--- src/pkg/cpd_pkg.sv ---
// Constants for the configuration packet decoder
package cpd_pkg;
   // Packet identifiers and fixed payload lengths
   localparam logic [7:0] ID_ALIGN = 8'hb9;
   localparam logic [7:0] ID_FILTER = 8'hba;
   localparam logic [7:0] ID_PIN = 8'hbc;
   localparam logic [7:0] LEN_ALIGN = 8'h49;
   localparam logic [7:0] LEN_FILTER = 8'h11;
   localparam logic [7:0] LEN_PIN = 8'h0d;
   // Payload byte positions
   localparam logic [7:0] OFS_PERSIST = 8'h00;
   localparam logic [7:0] OFS_DCM = 8'h01;
   localparam logic [7:0] OFS_DCM_LAST = 8'h21;
   localparam logic [7:0] OFS_ANT = 8'h25;
   localparam logic [7:0] OFS_ALIGN_RSV = 8'h31;
   localparam logic [7:0] OFS_EXT = 8'h3d;
   localparam logic [7:0] OFS_GNSS_EN = 8'h02;
   localparam logic [7:0] OFS_DEPTH_EN = 8'h04;
   localparam logic [7:0] OFS_MOTION_EN = 8'h07;
   localparam logic [7:0] OFS_PIN1_FN = 8'h01;
   localparam logic [7:0] OFS_PIN2_FN = 8'h02;
   localparam logic [7:0] OFS_TX_FN = 8'h03;
   localparam logic [7:0] OFS_RX_FN = 8'h04;
   localparam logic [7:0] OFS_PIN1_RS232 = 8'h07;
   localparam logic [7:0] OFS_PIN2_RS232 = 8'h08;
   // Byte addresses inside the packet memory
   localparam logic [7:0] BASE_ALIGN = 8'h80;
   localparam logic [7:0] BASE_FILTER = 8'hd0;
   localparam logic [7:0] BASE_PIN = 8'he8;
   localparam logic [7:0] STAGE_MAX = 8'h80;
   // Register byte offsets
   localparam logic [7:0] REG_STAGE = 8'h00;
   localparam logic [7:0] REG_COMMIT = 8'h04;
   localparam logic [7:0] REG_STATUS = 8'h08;
   localparam logic [7:0] REG_RDSEL = 8'h0c;
   localparam logic [7:0] REG_RDDATA = 8'h10;
   localparam logic [1:0] RESP_OKAY = 2'h0;
   localparam logic [1:0] RESP_SLVERR = 2'h2;
   // Reset values of the decoded settings
   localparam logic RST_GNSS_EN = 1'b1;
   localparam logic RST_DEPTH_EN = 1'b1;
   localparam logic RST_MOTION_EN = 1'b0;
   localparam logic [7:0] RST_FN = 8'h00;
   typedef enum logic [1:0] {
      RES_NONE = 2'h0,
      RES_OK = 2'h1,
      RES_BAD_LEN = 2'h2,
      RES_BAD_ID = 2'h3
   } cpd_result_t;
   typedef enum logic [2:0] {
      S_IDLE = 3'b001,
      S_FETCH = 3'b010,
      S_STORE = 3'b100
   } cpd_state_t;
endpackage

--- src/hw/cpd_mem.sv ---
// Byte memory holding the staging area and the stored packet images
`timescale 1ns/10ps
module cpd_mem #(
   parameter int AW = 8,
   parameter int DW = 8
) (
   input wire logic i_mclk,
   input wire logic i_resetn,
   input wire logic i_we,
   input wire logic [AW-1:0] i_waddr,
   input wire logic [DW-1:0] i_wdata,
   input wire logic [AW-1:0] i_raddr,
   output logic [DW-1:0] o_rdata
);
   logic [DW-1:0] mem [0:(1<<AW)-1];

   always_ff @(posedge i_mclk) begin
      if (i_we) begin
         mem[i_waddr] <= i_wdata;
      end
   end

   always_ff @(posedge i_mclk or negedge i_resetn) begin
      if (!i_resetn) begin
         o_rdata <= '0;
      end else begin
         o_rdata <= mem[i_raddr];
      end
   end
endmodule

--- src/hw/cpd_top.sv ---
// Configuration packet decoder with AXI4-Lite access
`timescale 1ns/10ps
module cpd_top
   import cpd_pkg::*;
#(
   parameter int AW = 8
) (
   input wire logic i_mclk,
   input wire logic i_resetn,
   input wire logic i_awvalid,
   input wire logic [AW-1:0] i_awaddr,
   output logic o_awready,
   input wire logic i_wvalid,
   input wire logic [31:0] i_wdata,
   input wire logic [3:0] i_wstrb,
   output logic o_wready,
   output logic o_bvalid,
   output logic [1:0] o_bresp,
   input wire logic i_bready,
   input wire logic i_arvalid,
   input wire logic [AW-1:0] i_araddr,
   output logic o_arready,
   output logic o_rvalid,
   output logic [31:0] o_rdata,
   output logic [1:0] o_rresp,
   input wire logic i_rready,
   output logic o_gnss_enable,
   output logic o_depth_enable,
   output logic o_motion_enable,
   output logic [7:0] o_pin_one_function,
   output logic [7:0] o_pin_two_function,
   output logic [7:0] o_secondary_port_tx_function,
   output logic [7:0] o_secondary_port_rx_function,
   output logic o_pin_one_rs232,
   output logic o_pin_two_rs232,
   output logic o_pin_one_input,
   output logic o_flash_save,
   output logic [7:0] o_flash_id
);
   ////////////////////////////////////////////////////////////////////////////
   cpd_state_t state;
   cpd_result_t result;
   logic [7:0] stage_cnt;
   logic [7:0] cur_id;
   logic [7:0] cur_last;
   logic [7:0] idx;
   logic persist;
   logic [7:0] sel_id;
   logic [7:0] sel_ofs;
   logic [AW-1:0] rd_addr;
   logic rd_act;
   logic rd_wait;
   logic rd_err;
   logic [7:0] mem_rdata;
   wire busy = (state != S_IDLE);
   wire wr_fire = o_awready & o_wready;
   wire rd_fire = o_arready & i_arvalid;
   wire [7:0] waddr8 = 8'(i_awaddr);
   wire [7:0] raddr8 = 8'(rd_addr);
   wire wr_stage = wr_fire & (waddr8 == REG_STAGE) & i_wstrb[0];
   wire wr_commit = wr_fire & (waddr8 == REG_COMMIT) & i_wstrb[0];
   wire wr_rdsel = wr_fire & (waddr8 == REG_RDSEL);
   wire wr_known = (waddr8 == REG_STAGE) | (waddr8 == REG_COMMIT) | (waddr8 == REG_RDSEL);
   wire rd_is_data = (raddr8 == REG_RDDATA);
   wire rd_known = rd_is_data | (raddr8 == REG_STAGE) | (raddr8 == REG_STATUS)
      | (raddr8 == REG_RDSEL);

   ////////////////////////////////////////////////////////////////////////////
   // Packet identity to fixed length and memory base
   function automatic logic [7:0] len_of(input logic [7:0] id);
      case (id)
         ID_ALIGN: len_of = LEN_ALIGN;
         ID_FILTER: len_of = LEN_FILTER;
         ID_PIN: len_of = LEN_PIN;
         default: len_of = 8'h00;
      endcase
   endfunction
   function automatic logic [7:0] base_of(input logic [7:0] id);
      case (id)
         ID_ALIGN: base_of = BASE_ALIGN;
         ID_FILTER: base_of = BASE_FILTER;
         default: base_of = BASE_PIN;
      endcase
   endfunction
   wire [7:0] cmt_id = i_wdata[7:0];
   wire [7:0] cmt_len = len_of(cmt_id);
   wire cmt_known = (cmt_len != 8'h00);
   wire cmt_len_ok = (stage_cnt == cmt_len);
   wire [7:0] sel_len = len_of(sel_id);
   wire sel_ok = (sel_len != 8'h00) & (sel_ofs < sel_len);

   ////////////////////////////////////////////////////////////////////////////
   // Field classification of the byte being stored
   wire st_align = (state == S_STORE) & (cur_id == ID_ALIGN);
   wire st_filter = (state == S_STORE) & (cur_id == ID_FILTER);
   wire st_pin = (state == S_STORE) & (cur_id == ID_PIN);
   wire in_dcm = (idx >= OFS_DCM) & (idx < OFS_ANT);
   wire in_ant = (idx >= OFS_ANT) & (idx < OFS_ALIGN_RSV);
   wire in_rsv = (idx >= OFS_ALIGN_RSV) & (idx < OFS_EXT);
   wire [7:0] p1 = mem_rdata;
   wire p1_ok = (p1 == 8'h00) | (p1 == 8'h01) | (p1 == 8'h02) | (p1 == 8'h04)
      | (p1 == 8'h07) | (p1 == 8'h0c)
      | (p1 == 8'h0e) | (p1 == 8'h0f) | (p1 == 8'h10)
      | (p1 == 8'h11)
      | (p1 == 8'h12) | (p1 == 8'h1d) | (p1 == 8'h21) | (p1 == 8'h22);
   wire p1_in = (p1 == 8'h04) | ((p1 >= 8'h0e) & (p1 <= 8'h12))
      | (p1 == 8'h1d) | (p1 == 8'h21) | (p1 == 8'h22);
   wire p1_keep = st_pin & (idx == OFS_PIN1_FN) & ~p1_ok;
   wire [7:0] st_data = (st_align & in_rsv) ? 8'h00
      : p1_keep ? o_pin_one_function : mem_rdata;
   wire st_last = (state == S_STORE) & (idx == cur_last);
   // Memory ports; software data reads wait while a commit walk runs since the walk owns the read port
   wire stage_we = wr_stage & (stage_cnt < STAGE_MAX);
   wire mem_we = stage_we | (state == S_STORE);
   wire [7:0] mem_waddr = stage_we ? stage_cnt : 8'(base_of(cur_id) + idx);
   wire [7:0] mem_wdata = stage_we ? i_wdata[7:0] : st_data;
   wire [7:0] mem_raddr = busy ? idx : 8'(base_of(sel_id) + sel_ofs);
   cpd_mem #(.AW(8), .DW(8)) u_mem (
      .i_mclk(i_mclk),
      .i_resetn(i_resetn),
      .i_we(mem_we),
      .i_waddr(mem_waddr),
      .i_wdata(mem_wdata),
      .i_raddr(mem_raddr),
      .o_rdata(mem_rdata)
   );

   ////////////////////////////////////////////////////////////////////////////
   // Write channel: address and data are taken together
   always_ff @(posedge i_mclk or negedge i_resetn) begin
      if (!i_resetn) begin
         o_awready <= 1'b0;
         o_wready <= 1'b0;
         o_bvalid <= 1'b0;
         o_bresp <= RESP_OKAY;
      end else begin
         o_awready <= i_awvalid & i_wvalid & ~o_awready & ~o_bvalid & ~busy;
         o_wready <= i_awvalid & i_wvalid & ~o_awready & ~o_bvalid & ~busy;
         if (wr_fire) begin
            o_bvalid <= 1'b1;
            o_bresp <= wr_known ? RESP_OKAY : RESP_SLVERR;
         end else if (i_bready) begin
            o_bvalid <= 1'b0;
         end
      end
   end

   ////////////////////////////////////////////////////////////////////////////
   // Read channel
   always_ff @(posedge i_mclk or negedge i_resetn) begin
      if (!i_resetn) begin
         o_arready <= 1'b0;
         o_rvalid <= 1'b0;
         o_rdata <= '0;
         o_rresp <= RESP_OKAY;
         rd_addr <= '0;
         rd_act <= 1'b0;
         rd_wait <= 1'b0;
         rd_err <= 1'b0;
      end else begin
         o_arready <= i_arvalid & ~o_arready & ~rd_act & ~rd_wait & ~o_rvalid;
         if (rd_fire) begin
            rd_addr <= i_araddr;
            rd_act <= 1'b1;
         end
         if (rd_act & rd_is_data & ~busy) begin
            rd_act <= 1'b0;
            rd_wait <= 1'b1;
            rd_err <= ~sel_ok;
         end else if (rd_act & ~rd_is_data) begin
            rd_act <= 1'b0;
            o_rvalid <= 1'b1;
            o_rresp <= rd_known ? RESP_OKAY : RESP_SLVERR;
            case (raddr8)
               REG_STAGE: o_rdata <= {24'h000000, stage_cnt};
               REG_STATUS: o_rdata <= {8'h00, stage_cnt, cur_id, 5'h00, result, busy};
               REG_RDSEL: o_rdata <= {16'h0000, sel_ofs, sel_id};
               default: o_rdata <= 32'h00000000;
            endcase
         end
         if (rd_wait) begin
            rd_wait <= 1'b0;
            o_rvalid <= 1'b1;
            o_rresp <= rd_err ? RESP_SLVERR : RESP_OKAY;
            o_rdata <= rd_err ? 32'h00000000 : {24'h000000, mem_rdata};
         end else if (o_rvalid & i_rready) begin
            o_rvalid <= 1'b0;
         end
      end
   end

   // Read-back selector; the offset steps on each data read for byte streaming
   always_ff @(posedge i_mclk or negedge i_resetn) begin
      if (!i_resetn) begin
         sel_id <= 8'h00;
         sel_ofs <= 8'h00;
      end else if (wr_rdsel) begin
         if (i_wstrb[0]) begin
            sel_id <= i_wdata[7:0];
         end
         if (i_wstrb[1]) begin
            sel_ofs <= i_wdata[15:8];
         end
      end else if (rd_wait) begin
         sel_ofs <= sel_ofs + 8'h01;
      end
   end

   ////////////////////////////////////////////////////////////////////////////
   // Commit walk: checks, then copies the staged bytes into the stored image
   always_ff @(posedge i_mclk or negedge i_resetn) begin
      if (!i_resetn) begin
         state <= S_IDLE;
         result <= RES_NONE;
         stage_cnt <= 8'h00;
         cur_id <= 8'h00;
         cur_last <= 8'h00;
         idx <= 8'h00;
      end else begin
         case (state)
            S_IDLE: begin
               if (stage_we) begin
                  stage_cnt <= stage_cnt + 8'h01;
               end
               if (wr_commit) begin
                  stage_cnt <= 8'h00;
                  cur_id <= cmt_id;
                  cur_last <= cmt_len - 8'h01;
                  idx <= 8'h00;
                  if (!cmt_known) begin
                     result <= RES_BAD_ID;
                  end else if (!cmt_len_ok) begin
                     result <= RES_BAD_LEN;
                  end else begin
                     state <= S_FETCH;
                  end
               end
            end
            S_FETCH: begin
               state <= S_STORE;
            end
            S_STORE: begin
               if (st_last) begin
                  state <= S_IDLE;
                  result <= RES_OK;
               end else begin
                  idx <= idx + 8'h01;
                  state <= S_FETCH;
               end
            end
            default: begin
               state <= S_IDLE;
            end
         endcase
      end
   end

   ////////////////////////////////////////////////////////////////////////////
   // Decoded settings taken from the bytes as they are stored
   always_ff @(posedge i_mclk or negedge i_resetn) begin
      if (!i_resetn) begin
         o_gnss_enable <= RST_GNSS_EN;
         o_depth_enable <= RST_DEPTH_EN;
         o_motion_enable <= RST_MOTION_EN;
         o_pin_one_function <= RST_FN;
         o_pin_two_function <= RST_FN;
         o_secondary_port_tx_function <= RST_FN;
         o_secondary_port_rx_function <= RST_FN;
         o_pin_one_rs232 <= 1'b0;
         o_pin_two_rs232 <= 1'b0;
         o_pin_one_input <= 1'b0;
      end else begin
         if (st_filter & (idx == OFS_GNSS_EN)) begin
            o_gnss_enable <= (mem_rdata != 8'h00);
         end
         if (st_filter & (idx == OFS_DEPTH_EN)) begin
            o_depth_enable <= (mem_rdata != 8'h00);
         end
         if (st_filter & (idx == OFS_MOTION_EN)) begin
            o_motion_enable <= (mem_rdata != 8'h00);
         end
         if (st_pin & (idx == OFS_PIN1_FN) & p1_ok) begin
            o_pin_one_function <= p1;
            o_pin_one_input <= p1_in;
         end
         if (st_pin & (idx == OFS_PIN2_FN)) begin
            o_pin_two_function <= mem_rdata;
         end
         if (st_pin & (idx == OFS_TX_FN)) begin
            o_secondary_port_tx_function <= mem_rdata;
         end
         if (st_pin & (idx == OFS_RX_FN)) begin
            o_secondary_port_rx_function <= mem_rdata;
         end
         if (st_pin & (idx == OFS_PIN1_RS232)) begin
            o_pin_one_rs232 <= (mem_rdata != 8'h00);
         end
         if (st_pin & (idx == OFS_PIN2_RS232)) begin
            o_pin_two_rs232 <= (mem_rdata != 8'h00);
         end
      end
   end

   // Persistence request leaves as a pulse once the whole image is stored
   always_ff @(posedge i_mclk or negedge i_resetn) begin
      if (!i_resetn) begin
         persist <= 1'b0;
         o_flash_save <= 1'b0;
         o_flash_id <= 8'h00;
      end else begin
         if ((state == S_STORE) & (idx == OFS_PERSIST)) begin
            persist <= (mem_rdata == 8'h01);
         end
         o_flash_save <= st_last & persist;
         if (st_last & persist) begin
            o_flash_id <= cur_id;
         end
      end
   end

   ////////////////////////////////////////////////////////////////////////////
   chk_commit_done: assert property (@(posedge i_mclk) disable iff (!i_resetn)
      st_last |=> (result == RES_OK) && (state == S_IDLE))
      else $error("commit walk did not finish with success");
   chk_reject_len: assert property (@(posedge i_mclk) disable iff (!i_resetn)
      (wr_commit && cmt_known && !cmt_len_ok && !busy) |=> (result == RES_BAD_LEN)
         && (state == S_IDLE) && $stable(o_pin_one_function))
      else $error("wrong length packet was not rejected");
   chk_pin_keep: assert property (@(posedge i_mclk) disable iff (!i_resetn)
      p1_keep |=> $stable(o_pin_one_function) ##1 $stable(o_pin_one_function))
      else $error("unlisted pin function code was taken");
   chk_gnss_enable: assert property (@(posedge i_mclk) disable iff (!i_resetn)
      (st_filter && idx == OFS_GNSS_EN) |=> (o_gnss_enable == ($past(mem_rdata) != 8'h00)))
      else $error("receiver enable does not follow byte two");
   chk_align_rsv: assert property (@(posedge i_mclk) disable iff (!i_resetn)
      (st_align && idx >= OFS_ALIGN_RSV && idx < OFS_EXT) |-> mem_we && (mem_wdata == 8'h00))
      else $error("reserved alignment byte stored non-zero");
   chk_flash_pulse: assert property (@(posedge i_mclk) disable iff (!i_resetn)
      o_flash_save |-> $past(st_last) && (o_flash_id == $past(cur_id)) ##1 !o_flash_save)
      else $error("flash request not a single pulse after commit");
   chk_bresp_hold: assert property (@(posedge i_mclk) disable iff (!i_resetn)
      (o_bvalid && !i_bready) |=> o_bvalid && $stable(o_bresp))
      else $error("write response dropped before acceptance");
   chk_read_answer: assert property (@(posedge i_mclk) disable iff (!i_resetn)
      rd_fire |-> ##[1:300] o_rvalid)
      else $error("read request got no answer");
   chk_dcm_copy: assert property (@(posedge i_mclk) disable iff (!i_resetn)
      (st_align && (in_dcm || in_ant)) |-> mem_we && (mem_waddr == 8'(BASE_ALIGN + idx))
         && (mem_wdata == mem_rdata))
      else $error("matrix or lever arm byte not copied in place");
endmodule

--- config.mk ---
export PLATFORM = sky130hd
export DESIGN_NAME = cpd_top
export DESIGN_NICKNAME = d
export VERILOG_FILES = /design/src/pkg/cpd_pkg.sv /design/src/hw/cpd_mem.sv /design/src/hw/cpd_top.sv
export SDC_FILE = /design/constraint.sdc
export NUM_CORES = 2
export LEC_CHECK = 0
export BUFFER_PORTS_ARGS = -buffer_cell sky130_fd_sc_hd__buf_2
export CORE_MARGIN = 2
export CORE_UTILIZATION = 47
export CTS_CLUSTER_SIZE = 40
export DETAILED_ROUTE_END_ITERATION = 10
export GPL_TIMING_DRIVEN = 0
export PLACE_DENSITY = 0.65
export SYNTH_ARGS = -nofsm -noshare
export SYNTH_HDL_FRONTEND = slang
export SYNTH_HIERARCHICAL = 1
export SYNTH_SLANG_ARGS = --single-unit
--- constraint.sdc ---
create_clock -name i_mclk -period 20.9 [get_ports i_mclk]
set_input_delay 0 -clock i_mclk [delete_from_list [all_inputs] [get_ports i_mclk]]
set_output_delay 0 -clock i_mclk [all_outputs]
set_load 0.05 [all_outputs]
==> impl_metrics.csv <==
group,metric,value,unit
placement,place.detailed.hpwl,186,mm
global_routing,globalRouteOverflowTotal,0,
worst_setup_path,critical_path.most_common_cell,"sky130_fd_sc_hd__buf_2",
timing,finClkSkew,0.0593,ns
clock_tree,cts_root_buf,"sky130_fd_sc_hd__clkbuf_16",
clock_tree,tritoncts,"yes",
logic_synthesis,netlist_top_cells_area,"sky130_fd_sc_hd__edfxtp_1, sky130_fd_sc_hd__mux4_2, sky130_fd_sc_hd__dfrtp_1",
timing,rsz0062_at_grt,"no",
placement,buffer_ports.inserted,117,
cells_and_area,layout-drive-gt1-share,22.6,%
worst_setup_path,worstSetupPathType,"flip-flop to flip-flop",
drt,routed_wl,269,mm
timing,setup_violations,0,
drt,drt_drc_violations_left,0,
drt,starting_drt_drc_count,7867,
clock_tree,h-tree-depth,4,
logic_synthesis,synth_cells,4574,
logic_synthesis,synth_area_leader_cell,"sky130_fd_sc_hd__edfxtp_1",
logic_synthesis,yosysWarnings,6,
logic_synthesis,ys_async_sr_fraction,6.78,%
pwr,power_density_over_the_cells,113,nW/um^2
worst_setup_path,critical_path_peak_fanout,10,
cells_and_area,final_std_cell_area_no_fill,101000,sq um
placement,place_area,92900,sq um
placement,gp_congestion,0.960,
timing,finalWorstPathRequiredPeriod,7.62,ns
timing,max_slew_margin,-3.87,%
die,io-pin-count,147,
worst_setup_path,worstSetupStartpointType,"flip-flop",
die,rows,158,
drt,drt-vias-per-instance,6.42,
hold_path,timing.hold.worst.class,"input pin to flip-flop",
drt,drtAntennaViolNets,0,
drt,detail_route.wl_per_cell,34.7,um
timing,holdWs,0.0936,ns
die,effective_utilization_at_floorplan,47.3,%
global_routing,first_pass_grt_wire_length,371,mm
cells_and_area,syn_to_final_growth,14.6,%
timing,final.setup.worst_slack,13.28,ns
drt,detailroute.via_count,49682,
clock_tree,cts_made_buffers,216,
timing,tightestPinTransition,1.54,ns
clock_tree,path_clk_slew,0.06,ns
worst_setup_path,rr_startpoint,"sel_id[7]",
worst_setup_path,critical_path.endpoint_type,"flip-flop",
logic_synthesis,synthesis.area,87700,sq um
run_status,run_status,"finished with violations",
logic_synthesis,synthDistinctLibCells,91,
die,die_area,190000,sq um
worst_setup_path,worstPathRequired,21.58,ns
clock_tree,clk_latency,0.86,ns
timing,fin_setup_tns,0,ns
logic_synthesis,synth_edf_count,2048,
drt,drt_first_pass_iters,8,
timing,hold_vio_cnt_final,0,
die,dieWidth,436,um
worst_setup_path,timing.rr.end,"u_mem/o_rdata[4]",
global_routing,grt_max_degree,84,
logic_synthesis,postSynthRegisterBits,2197,
hold_path,worstHoldStart,"i_awaddr[1]",
worst_setup_path,critPathArrivalTime,8.30,ns
die,core,185000,sq um
worst_setup_path,setup_slack_on_the_worst_flop_to_flop_path,13.28,ns
timing,layout_worst_path_cycle_share,36.5,%
pwr,power.static_leakage,33.5,nW
timing,slew_violations,19,
run_status,failed_checks,"capacitance limit, slew limit",
global_routing,first_global_vias,47930,
hold_path,holdPathEnd,"o_bresp[1]",
placement,dp_slack,13.73,ns
clock_tree,cts-resized-gates,0,
hold_path,worst_hold_path.num_cells,4,
worst_setup_path,critical_path.max_stage_delay,1.00,ns
die,die-height,436,um
cells_and_area,nets,5149,
logic_synthesis,yosys_most_used_dff,"sky130_fd_sc_hd__edfxtp_1",
logic_synthesis,synth_seq_area_share,74.3,%
worst_setup_path,ff2ff_path_depth,17,
pwr,vdd_ir_drop_max,0.0835,mV
clock_tree,cts_max_path_buffers,3,
global_routing,grt_use_total,27.9,%
timing,fmaxAchievable,131,MHz
clock_tree,cts_sinks,2197,
logic_synthesis,post-synth-top-area-fraction,70.1,%
worst_setup_path,critical_path.cell_chain,"nor2b_1, nand4_1, nor3_1, inv_1, and2_1, ha_1, fa_1, nand2_1, o21ai_1, buf_4, buf_2, buf_2, clkbuf_1, buf_1, o2111ai_1, o311a_1, nor4_2",
worst_setup_path,worst_path_max_delay_cell,"sky130_fd_sc_hd__clkbuf_1",
logic_synthesis,synthesis.area_per_instance,19.2,sq um
global_routing,antenna_found_initial,8,
job,max-cap-violations,2,
-- worst max-delay path: cells and delay by family (launching register included) --
kind	cells	cell delay [ns]
flops	1	0.37
fa+ha+maj	2	0.75
compound gates	3	1.16
buf+inv	6	3.23
simple gates	6	1.88
-- logic make-up after synthesis --
family | Yosys count | synth area share (%)
mux | 702 | 14.5
simple gates | 803 | 4.33
fa+ha+maj | 22 | 0.328
compound gates | 512 | 4.09
other cells | 1 | 0.00427
buf+inv | 318 | 2.21
flops | 2197 | 74.3
xor+xnor | 19 | 0.190
-- placed cells by master (no fill, tap or decap), types with 37 or more instances in the layout --
cell type and count:
sky130_fd_sc_hd__a21oi_1 104, sky130_fd_sc_hd__a22oi_1 102, sky130_fd_sc_hd__buf_12 59, sky130_fd_sc_hd__buf_2 163
sky130_fd_sc_hd__clkbuf_1 200, sky130_fd_sc_hd__clkbuf_16 218, sky130_fd_sc_hd__clkinv_1 40, sky130_fd_sc_hd__dfrtp_1 146
sky130_fd_sc_hd__dlygate4sd3_1 87, sky130_fd_sc_hd__edfxtp_1 2048, sky130_fd_sc_hd__mux2_2 68, sky130_fd_sc_hd__mux2i_1 180
sky130_fd_sc_hd__mux4_2 445, sky130_fd_sc_hd__nand2_1 187, sky130_fd_sc_hd__nand3_1 59, sky130_fd_sc_hd__nor2_1 323
sky130_fd_sc_hd__nor2b_1 38, sky130_fd_sc_hd__o21ai_0 50, sky130_fd_sc_hd__o221ai_1 37
-- registers in the layout, summed over array words and instances, names as in the netlist, 2 cells and up --
| name | flops |
|---|---|
| state | 3 |
| result | 2 |
| o_rdata | 24 |
| cur_id | 8 |
| u_mem/mem | 2048 |
| sel_id | 8 |
| stage_cnt | 8 |
| u_mem/o_rdata | 8 |
| o_pin_one_function | 8 |
| o_secondary_port_tx_function | 8 |
| idx | 8 |
| o_secondary_port_rx_function | 8 |
| o_pin_two_function | 8 |
| o_flash_id | 8 |
| raddr8 | 8 |
| sel_ofs | 8 |
| cur_last | 7 |
-- cell usage after synthesis (33+ instances only) --
master	instances
sky130_fd_sc_hd__a21oi_1	104
sky130_fd_sc_hd__a22o_1	33
sky130_fd_sc_hd__a22oi_1	102
sky130_fd_sc_hd__buf_2	45
sky130_fd_sc_hd__clkbuf_1	144
sky130_fd_sc_hd__dfrtp_1	146
sky130_fd_sc_hd__edfxtp_1	2048
sky130_fd_sc_hd__mux2_2	68
sky130_fd_sc_hd__mux2i_1	180
sky130_fd_sc_hd__mux4_2	445
sky130_fd_sc_hd__nand2_1	187
sky130_fd_sc_hd__nand3_1	59
sky130_fd_sc_hd__nor2_1	323
sky130_fd_sc_hd__nor2b_1	38
sky130_fd_sc_hd__o21ai_0	54
sky130_fd_sc_hd__o221ai_1	37
sky130_fd_sc_hd__o22ai_1	36
-- final cells by class --
| type | instances | area, sq um |
|---|---|---|
| well taps | 2480 | 3100 |
| multi-input cells | 2068 | 20700 |
| repair buffers | 268 | 2840 |
| flip-flops and latches | 2197 | 65200 |
| plain buffers | 291 | 1860 |
| clock inverters | 94 | 806 |
| clock buffers | 300 | 5860 |
| inverters | 27 | 101 |
| diodes | 8 | 20.0 |
| fillers | 14350 | 84900 |
-- stage by stage --
stage / cells / util, % / power [mW]
floorplan: 4583 / - / 6.84
global placement: 7180 / 49.3 / 7.95
detailed placement: 7243 / 50.1 / 7.74
CTS: 7725 / 54.2 / 11.4
global route: 7726 / 54.2 / 11.7
finish: 7733 / 54.2 / 11.4
-- timing repair --
action / 4_1_cts / 5_1_grt
buffers inserted: 0 / 0
endpoints found under the hold margin: 312 / 0
setup endpoints to repair: 0 / 0
hold buffers: 88 / 0
-- layer usage --
metal | vias to the layer above | wire [um] | track usage [%]
li1 | 19642 | - | -
met1 | 26065 | 99300 | 38.0
met2 | 3374 | 123000 | 42.5
met3 | 595 | 32800 | 7.28
met4 | 6 | 13800 | 12.7
met5 | - | 46 | 0
-- power by group --
group	internal [mW]	switching [mW]
logic	0.831	1.55
registers	5.29	0.0280
clock network	2.03	1.66
-- worst max-delay path by stage --
stage / start / endpoint / cells after the start
2_1_floorplan: idx[3] / u_mem/mem[0][0] / 6
3_3_place_gp: u_mem/o_rdata[1] / u_mem/mem[152][1] / 6
3_5_place_dp: sel_id[6] / u_mem/o_rdata[2] / 18
4_1_cts: sel_id[7] / u_mem/o_rdata[2] / 18
5_1_grt: sel_id[7] / u_mem/o_rdata[1] / 18
6_report: sel_id[7] / u_mem/o_rdata[4] / 17
No activity file was read; power rests on OpenSTA's default activity.
